## config.mk

```make
export PLATFORM = sky130hd
export DESIGN_NAME = srb_top
export DESIGN_NICKNAME = d
export VERILOG_FILES = /design/src/rtl/srb_pkg.sv /design/src/rtl/srb_top.sv /design/src/rtl/srb_rst_sync.sv
export VERILOG_INCLUDE_DIRS = /design/src /design/src/rtl
export SDC_FILE = /design/constraint.sdc
export NUM_CORES = 1
export LEC_CHECK = 0
export BUFFER_PORTS_ARGS = -buffer_cell sky130_fd_sc_hd__buf_4
export CORE_MARGIN = 4
export CORE_UTILIZATION = 49
export CTS_BUF_LIST = sky130_fd_sc_hd__clkbuf_8
export DETAILED_ROUTE_END_ITERATION = 6
export GPL_ROUTABILITY_DRIVEN = 0
export PLACE_DENSITY = 0.82
export SLEW_MARGIN = 10
export SYNTH_ARGS = -nofsm -noshare
export SYNTH_HDL_FRONTEND = slang
export SYNTH_SLANG_ARGS = --single-unit
```

## constraint.sdc

```tcl
create_clock -name i_clk -period 1.89 [get_ports i_clk]
set_input_delay 0.189 -clock i_clk [delete_from_list [all_inputs] [get_ports i_clk]]
set_output_delay 0.189 -clock i_clk [all_outputs]
set_load 0.02 [all_outputs]
```

## src/rtl/srb_consts.svh

```systemverilog
// Offsets, field positions, reset values and counts of the reset block.
`ifndef SRB_CONSTS_SVH
`define SRB_CONSTS_SVH
`define SRB_ADDR_W 8
`define SRB_OFF_STATUS 8'h00
`define SRB_OFF_MASK 8'h04
`define SRB_OFF_BODLVL 8'h08
`define SRB_OFF_VECMAP 8'h0C
`define SRB_OFF_WAKEEN 8'h10
`define SRB_OFF_PROT 8'h14
`define SRB_ST_W 5
`define SRB_ST_BODWARN 0
`define SRB_ST_WAKE 1
`define SRB_ST_BODRST 2
`define SRB_ST_WDT 3
`define SRB_ST_PIN 4
`define SRB_VEC_BOOT 2'h0
`define SRB_VEC_SRAM 2'h1
`define SRB_VEC_EXT 2'h2
`define SRB_NIRQ 4
`define SRB_CNT_W 13
`define SRB_RST_CNT 1024
`define SRB_WAKE_IRC 13'h0004
`define SRB_WAKE_MAIN 13'h1000
`define SRB_PAT_L1 32'h12345678
`define SRB_PAT_L2 32'h87654321
`define SRB_PAT_L3 32'h43218765
`endif

```

## src/rtl/srb_pkg.sv

```systemverilog
// Types shared by the reset and brownout control block.
`include "srb_consts.svh"
package srb_pkg;
  typedef enum logic [5:0] {
    S_HOLD = 6'h01,
    S_OSC = 6'h02,
    S_FLASH = 6'h04,
    S_RUN = 6'h08,
    S_SLEEP = 6'h10,
    S_RESUME = 6'h20
  } srb_seq_e;
  typedef enum logic [1:0] {
    PROT_NONE = 2'h0,
    PROT_ONE = 2'h1,
    PROT_TWO = 2'h2,
    PROT_THREE = 2'h3
  } srb_prot_e;
  typedef struct packed {
    logic bootldr_en;
    logic sector0_lock;
    logic full_erase_only;
    logic debug_en;
    logic boot_entry;
  } srb_access_s;
  typedef struct packed {
    srb_seq_e seq;
    logic [`SRB_CNT_W-1:0] cnt;
    logic [`SRB_ST_W-1:0] status;
    logic [`SRB_ST_W-1:0] mask;
    logic [1:0] vecmap;
    logic [`SRB_NIRQ-1:0] wake_en;
    srb_prot_e level;
    logic boot_entry;
    logic bod_lvl;
    logic bod_warn_d;
    logic [31:0] rdata;
  } srb_state_s;
endpackage : srb_pkg

```

## src/rtl/srb_top.sv

```systemverilog
// Reset merge, wake-up timing, brownout, protection and vector map control.
// Contract
// Pin, watchdog, power-on and brownout causes merge into one reset.
// Any reset starts the oscillator wake-up timer once supply is usable.
// Reset holds until pin free, oscillator runs, count ends, flash ready.
// On release registers are defined and vectors map to boot block.
// Brownout warning comparator raises an interrupt request.
// Brownout level is always readable in a status register.
// Brownout reset comparator asserts reset and blocks flash writes.
// Brownout reset holds as supply falls; power-on reset takes over.
// Protection level comes from a pattern read from a flash word.
// Level one blocks debug; boot loader may not touch sector zero.
// Level two blocks debug; boot loader allows only full erase.
// Level three blocks debug, boot loader and the override pin.
// In-application flash calls stay available at every level.
// Software selects boot ROM, SRAM or external memory vectors.
// Enabled external interrupts wake the processor from power-down.
// Wake resumes after 4 oscillator cycles, or 4096 on main oscillator.
// Reset causes assert at once and release through two flip-flops.
//
// Implementation choices: the address-and-strobe port and the register addresses.
`timescale 1ns/10ps
`default_nettype none
`include "srb_consts.svh"
module srb_top #(
  parameter int RST_CNT = `SRB_RST_CNT,
  parameter int NIRQ = `SRB_NIRQ
) (
  input wire logic i_clk, // 40 MHz internal oscillator clock.
  input wire logic i_rst, // Block reset, active high.
  input wire logic i_rst_pin_n, // External reset pin, active low.
  input wire logic i_wdt_timeout, // Watchdog timeout, active high.
  input wire logic i_por, // Power-on detector, active high.
  input wire logic i_bod_warn, // Supply below upper threshold.
  input wire logic i_bod_reset, // Supply below lower threshold.
  input wire logic i_osc_running, // Oscillator is running.
  input wire logic i_flash_init_done, // Flash controller is initialised.
  input wire logic [31:0] i_prot_pattern, // Protection word from flash.
  input wire logic i_boot_loader_override_pin, // Boot loader request pin.
  input wire logic i_pd_req, // Processor enters power-down, pulse.
  input wire logic i_main_osc_sel, // Main oscillator was the clock.
  input wire logic [NIRQ-1:0] i_ext_irq, // External interrupt inputs.
  input wire logic [`SRB_ADDR_W-1:0] i_addr, // Register address.
  input wire logic [31:0] i_wdata, // Register write data.
  input wire logic i_we, // Write strobe.
  input wire logic i_re, // Read strobe.
  output logic [31:0] o_rdata, // Read data, cycle after the strobe.
  output logic o_sys_rst, // Internal reset, active high.
  output logic o_cpu_run, // Processor may execute.
  output logic o_bod_irq, // Brownout request to the interrupt controller.
  output logic o_irq, // Block interrupt, level.
  output logic [1:0] o_vecmap, // Vector source at address zero.
  output logic o_flash_wr_allow, // Flash alteration permitted.
  output logic o_iap_allow, // In-application flash calls permitted.
  output srb_pkg::srb_access_s o_access // Debug and boot loader gating.
);
  srb_pkg::srb_state_s st;
  srb_pkg::srb_state_s next_st;
  logic any_cause;
  logic sync_rst;
  logic [`SRB_ST_W-1:0] set_ev;
  logic [`SRB_CNT_W-1:0] wake_target;
  logic wr_ok;

  initial begin
    if (RST_CNT < 1 || RST_CNT > 8191) begin
      $error("RST_CNT must lie between 1 and 8191.");
    end
    if (NIRQ < 1 || NIRQ > 32) begin
      $error("NIRQ must lie between 1 and 32.");
    end
  end

  // Maps the flash protection word onto a level; other words leave it open.
  function automatic srb_pkg::srb_prot_e decode_prot(input logic [31:0] w);
    case (w)
      `SRB_PAT_L1: decode_prot = srb_pkg::PROT_ONE;
      `SRB_PAT_L2: decode_prot = srb_pkg::PROT_TWO;
      `SRB_PAT_L3: decode_prot = srb_pkg::PROT_THREE;
      default: decode_prot = srb_pkg::PROT_NONE;
    endcase
  endfunction : decode_prot

  // Merge causes.
  // Brownout and power-on both hold reset, so the handover is seamless.
  assign any_cause = i_rst | !i_rst_pin_n | i_wdt_timeout | i_por
    | i_bod_reset;

  // Two-stage release.
  srb_rst_sync #(
    .STAGES(2)
  ) u_sync (
    .i_clk(i_clk),
    .i_arst(any_cause),
    .o_rst(sync_rst)
  );

  // Sticky events; the brownout warning is caught on its rising edge.
  always_comb begin
    set_ev = '0;
    set_ev[`SRB_ST_BODWARN] = i_bod_warn & !st.bod_warn_d;
    set_ev[`SRB_ST_WAKE] = (st.seq == srb_pkg::S_SLEEP)
      & |(i_ext_irq & st.wake_en);
    set_ev[`SRB_ST_BODRST] = i_bod_reset;
    set_ev[`SRB_ST_WDT] = i_wdt_timeout;
    set_ev[`SRB_ST_PIN] = !i_rst_pin_n;
  end

  // Resume delay depends on which oscillator ran before sleep.
  assign wake_target = i_main_osc_sel ? `SRB_WAKE_MAIN : `SRB_WAKE_IRC;

  // One next-state process for the whole block.
  always_comb begin
    next_st = st;
    next_st.bod_warn_d = i_bod_warn;
    // Warning level
    // Readable level
    next_st.bod_lvl = i_bod_warn;
    next_st.rdata = '0;
    // Status clears on written ones; a new event in the same cycle wins.
    if (i_we && i_addr == `SRB_OFF_STATUS) begin
      next_st.status = st.status & ~i_wdata[`SRB_ST_W-1:0];
    end
    next_st.status = next_st.status | set_ev;
    if (i_we && i_addr == `SRB_OFF_MASK) begin
      next_st.mask = i_wdata[`SRB_ST_W-1:0];
    end
    // Vector source
    if (i_we && i_addr == `SRB_OFF_VECMAP && i_wdata[1:0] != 2'h3) begin
      next_st.vecmap = i_wdata[1:0];
    end
    if (i_we && i_addr == `SRB_OFF_WAKEEN) begin
      next_st.wake_en = i_wdata[NIRQ-1:0];
    end
    if (i_re) begin
      case (i_addr)
        `SRB_OFF_STATUS: next_st.rdata[`SRB_ST_W-1:0] = st.status;
        `SRB_OFF_MASK: next_st.rdata[`SRB_ST_W-1:0] = st.mask;
        `SRB_OFF_BODLVL: next_st.rdata[0] = st.bod_lvl;
        `SRB_OFF_VECMAP: next_st.rdata[1:0] = st.vecmap;
        `SRB_OFF_WAKEEN: next_st.rdata[NIRQ-1:0] = st.wake_en;
        `SRB_OFF_PROT: next_st.rdata[1:0] = st.level;
        default: next_st.rdata = '0;
      endcase
    end
    // Reset sequence and sleep handling.
    case (st.seq)
      // Wake-up timer
      srb_pkg::S_HOLD: begin
        next_st.cnt = '0;
        if (i_osc_running) begin
          next_st.seq = srb_pkg::S_OSC;
        end
      end
      // Clock count
      srb_pkg::S_OSC: begin
        next_st.cnt = st.cnt + 1'b1;
        if (!i_osc_running) begin
          next_st.seq = srb_pkg::S_HOLD;
        end else if (st.cnt == RST_CNT[`SRB_CNT_W-1:0] - 1'b1) begin
          next_st.seq = srb_pkg::S_FLASH;
        end
      end
      // Protection word is read once flash is ready.
      srb_pkg::S_FLASH: begin
        if (i_flash_init_done) begin
          next_st.seq = srb_pkg::S_RUN;
          next_st.level = decode_prot(i_prot_pattern);
          // Override pin
          next_st.boot_entry = i_boot_loader_override_pin
            && decode_prot(i_prot_pattern) != srb_pkg::PROT_THREE;
        end
      end
      srb_pkg::S_RUN: begin
        if (i_pd_req) begin
          next_st.seq = srb_pkg::S_SLEEP;
        end
      end
      // Wake sources
      srb_pkg::S_SLEEP: begin
        next_st.cnt = '0;
        if (|(i_ext_irq & st.wake_en)) begin
          next_st.seq = srb_pkg::S_RESUME;
        end
      end
      // Resume count
      srb_pkg::S_RESUME: begin
        next_st.cnt = st.cnt + 1'b1;
        if (st.cnt == wake_target - 1'b1) begin
          next_st.seq = srb_pkg::S_RUN;
        end
      end
      default: next_st.seq = srb_pkg::S_HOLD;
    endcase
    // Defined values while reset holds; vectors back to boot block.
    if (sync_rst) begin
      next_st.seq = srb_pkg::S_HOLD;
      next_st.cnt = '0;
      next_st.vecmap = `SRB_VEC_BOOT;
      next_st.wake_en = '0;
      next_st.mask = '0;
      next_st.level = srb_pkg::PROT_NONE;
      next_st.boot_entry = 1'b0;
    end
  end

  // State register; causes in the status survive the internal reset.
  always_ff @(posedge i_clk or posedge i_rst) begin
    if (i_rst) begin
      st <= '{seq: srb_pkg::S_HOLD, vecmap: `SRB_VEC_BOOT,
        level: srb_pkg::PROT_NONE, default: '0};
    end else begin
      st <= next_st;
    end
  end

  // Internal reset
  assign o_sys_rst = sync_rst | st.seq == srb_pkg::S_HOLD
    | st.seq == srb_pkg::S_OSC | st.seq == srb_pkg::S_FLASH;
  assign o_cpu_run = st.seq == srb_pkg::S_RUN && !sync_rst;
  assign o_rdata = st.rdata;
  // Brownout request
  assign o_bod_irq = st.bod_lvl;
  assign o_irq = |(st.status & st.mask);
  assign o_vecmap = st.vecmap;
  // Flash lock
  assign wr_ok = !o_sys_rst && !i_bod_reset;
  assign o_flash_wr_allow = wr_ok;
  // Calls stay open at every protection level.
  assign o_iap_allow = wr_ok;

  // Gating derived from the latched level; reset clears it to open until the word is read again.
  always_comb begin
    o_access = '0;
    o_access.boot_entry = st.boot_entry;
    case (st.level)
      srb_pkg::PROT_NONE: begin
        o_access.debug_en = 1'b1;
        o_access.bootldr_en = 1'b1;
      end
      // Level one
      srb_pkg::PROT_ONE: begin
        o_access.bootldr_en = 1'b1;
        o_access.sector0_lock = 1'b1;
      end
      // Level two
      srb_pkg::PROT_TWO: begin
        o_access.bootldr_en = 1'b1;
        o_access.full_erase_only = 1'b1;
      end
      // Level three
      default: o_access = '0;
    endcase
  end
endmodule : srb_top
`default_nettype wire

```

## src/rtl/srb_rst_sync.sv

```systemverilog
// Reset synchroniser: asynchronous assertion, clocked release.
`timescale 1ns/10ps
`default_nettype none
module srb_rst_sync #(
  parameter int STAGES = 2
) (
  input wire logic i_clk, // Block clock.
  input wire logic i_arst, // Combined reset causes, active high.
  output logic o_rst // Reset with synchronous release.
);
  logic [STAGES-1:0] chain;

  initial begin
    if (STAGES < 2) begin
      $error("STAGES must be at least two.");
    end
  end

  // Ones shift out only on clock edges, so release never races the clock.
  always_ff @(posedge i_clk or posedge i_arst) begin
    if (i_arst) begin
      chain <= '1;
    end else begin
      chain <= {chain[STAGES-2:0], 1'b0};
    end
  end

  assign o_rst = chain[STAGES-1];
endmodule : srb_rst_sync
`default_nettype wire

```

==> metrics.yaml <==
yosysWarnings: 0
port_buffers: 80
dpl-instance-area_um2: 3547
num_vias: 2727
clk_pin_slew_ns: 0.09
synth_ff_type: "dfrtp_1"
fp.coreArea_um2: 5921
fmax_ghz: 0.5351
start_util: 0.5021
dr.pass1.iters: 5
drcViolationCount: 0
num_rows: 28
syn2layout_area_growth_pct: 26.73
antenna_found_initial: 0
cts.sink_count: 46
power_density_nw_per_um2: 563.4
cp_max_fo: 6
hold_viol_final: 0
utilization: 0.6363
root_buffer: "clkbuf_8"
synth_edf_count: 0
crit_top_cell: "buf_4"
htree_levels: 2
grt_use_total: 0.2062
overflow: 0
fin_worst_skew_ns: 0.008359
critPathCaptureType: "flop"
wl_per_cell_um: 15.63
grt_pass1_wl_um: 12340
synth_top_area_share: 0.3620
num_antenna_cells: 0
grtUsageMet1: 0.2537
netlist_area_um2: 2973
dp_hpwl_um: 5722
async_flop_share: 1.000
drtIter0Drc: 160
drt-total-wl_um: 7597
fillers: 490
dieHeight_um: 85.89
fin_area_um2: 3767
critPathSlowestCell: "dfstp_2"
ys_ff_latch: 46
drv_slew: 0
yosysMostFrequentCell: "dfrtp_1"
vias_per_cell: 5.611
total_power_mw: 2.123
critPathRequiredTime_ns: 2.09
drive_above_1_share: 0.3309
status: "complete, no violations"
clk_latency_ns: 0.30
max-vdd-ir-drop_mv: 0.3788
fin_ws_ns: 0.02121
clockBufferDepth: 2
die_x_um: 85.89
worst_pin_slew_ns: 0.5580
nNetsFinal: 501
cp_top_family: "compound AO/OA/AOI/OAI gates"
hold_path.class: "primary input to asynchronous set/reset pin"
rsz0062_at_grt: "yes"
detailedPlace.worstSlack_ns: 0.07767
path_buf_inv: 3
synth_common_cells: "43 x dfrtp_1, 35 x buf_4, 28 x nor2_1, 27 x nand2_1, 20 x a21oi_1"
crit_chain: "buf_6, nor4_4, buf_4, nand3b_4, buf_4, a211oi_2, o21ai_0, o41ai_1"
ios: 135
synthDistinctLibCells: 64
slew_headroom: 0.6280
fin_crit_ns: 1.869
drtAntennaViolNets: 0
tritoncts: "built"
netlist_top_cells_area: "dfrtp_1 36%, buf_4 8.8%, mux2i_1 4.0%"
grt_max_degree: 45
maxCapViolCount: 0
fin_crit_sh: 0.9888
dieArea_um2: 7377
setup_tns_ns: 0
grt_pass1_vias: 2679
cp.arrival_ns: 2.07
path_class: "flop to flop"
critPathMaxStageDelay_ns: 0.40
top_usage_layer: "met2"
synth_area_per_cell_um2: 9.147
gr-usage-met2: 0.3490
critPathLaunchType: "flop"
yosys.area.top_type: "dfrtp_1"
cts_buffers: 5
p_leak_nw: 1.689
ys_seq_area_frac: 0.3885
syn_inst: 325
setup_viol: 0
use_met3: 0.05187
[area by class of cell]
type	instances	area (um2)	area share
inverter	11	41.29	0.01096
timing repair buffer	98	749.5	0.1989
multi-input combinational	248	1613	0.4281
clock buffer	5	68.82	0.01827
sequential	46	1157	0.3072
clock inverter	3	43.79	0.01162
tap	75	93.84	0.02491
[state kept, by name, indices dropped and copies added, names as in the netlist]
name	count
u_sync.chain	2
o_vecmap	2
o_rdata	5
st	37
[final timing paths]
path                                              to                      start  cells after the start  slack (ns)
setup / recovery                  st[61]$_DFFE_PP0P_         st[66]$_DFFE_PP1P_                      8        0.02
hold / removal                      st[50]$_DFF_PP0_                      i_rst                      3        0.04
setup reg to reg                  st[61]$_DFFE_PP0P_         st[66]$_DFFE_PP1P_                      8        0.02
hold reg to reg            u_sync.chain[1]$_DFF_PP1_  u_sync.chain[0]$_DFF_PP1_                      0        0.37
max in group asynchronous         st[68]$_DFFE_PP0P_                      i_rst                      3        1.43
min in group i_clk                  st[52]$_DFF_PP0_                i_rst_pin_n                      2        0.05
[cells by family after synthesis]
family	after synthesis	share of synthesized area
and+or+nand+nor	130	0.2664
AOI/OAI and AO/OA	73	0.1599
buffers and inverters	58	0.1221
DFF	46	0.3885
muxes	14	0.05177
xor gates and xnor gates	2	0.005893
adders and majority gates	1	0.004208
other	1	0.001261
[stage by stage]
step                      cells  hold slack (ns)
after global placement      473           0.3095
after detailed placement    473           0.3115
final                       486          0.03750
after CTS                   483          0.04319
after global routing        486          0.04306
after floorplan             352           0.2204
[per-layer routing]
metal  share of wire  vias to the layer above
met5               0                        -
met4           0.021                        0
met3           0.086                       18
met2            0.50                      137
met1            0.40                     1281
li1                -                     1291
[repair_timing]
action	in CTS	in global routing
pin swaps	0	4
setup endpoints to repair	2	13
hold endpoints to repair	1	0
gates resized for setup	1	17
buffers inserted	1	3
hold buffers	1	0
[report_power, final]
| part | total [mW] | internal [mW] | switching (mW) |
|---|---|---|---|
| logic | 0.366 | 0.166 | 0.200 |
| registers | 1.01 | 0.997 | 0.0129 |
| clock network | 0.746 | 0.397 | 0.350 |
[layout by cell type (no fill, tap or decap), drive strengths merged, types with 2 or more instances in the layout]
cell type,n
a211oi,4
a21o,5
a21oi,21
a22o,3
a22oi,4
and2,2
and3,3
and4b,2
buf,97
clkbuf,5
conb,28
dfrtp,43
dfstp,3
inv,12
mux2i,12
nand2,27
nand3,9
nand3b,7
nand4,6
nand4b,2
nor2,29
nor2b,5
nor3,8
nor4,8
nor4b,3
nor4bb,6
o211ai,2
o21ai,19
o41ai,2
or2,2
or3,6
or4,2
xor2,2
[worst min-delay path, cell delays in order]
cell	delay, ns
buf_4	0.11
inv_1	0.05
buf_4	0.46
(Power assumes the default switching activity.)
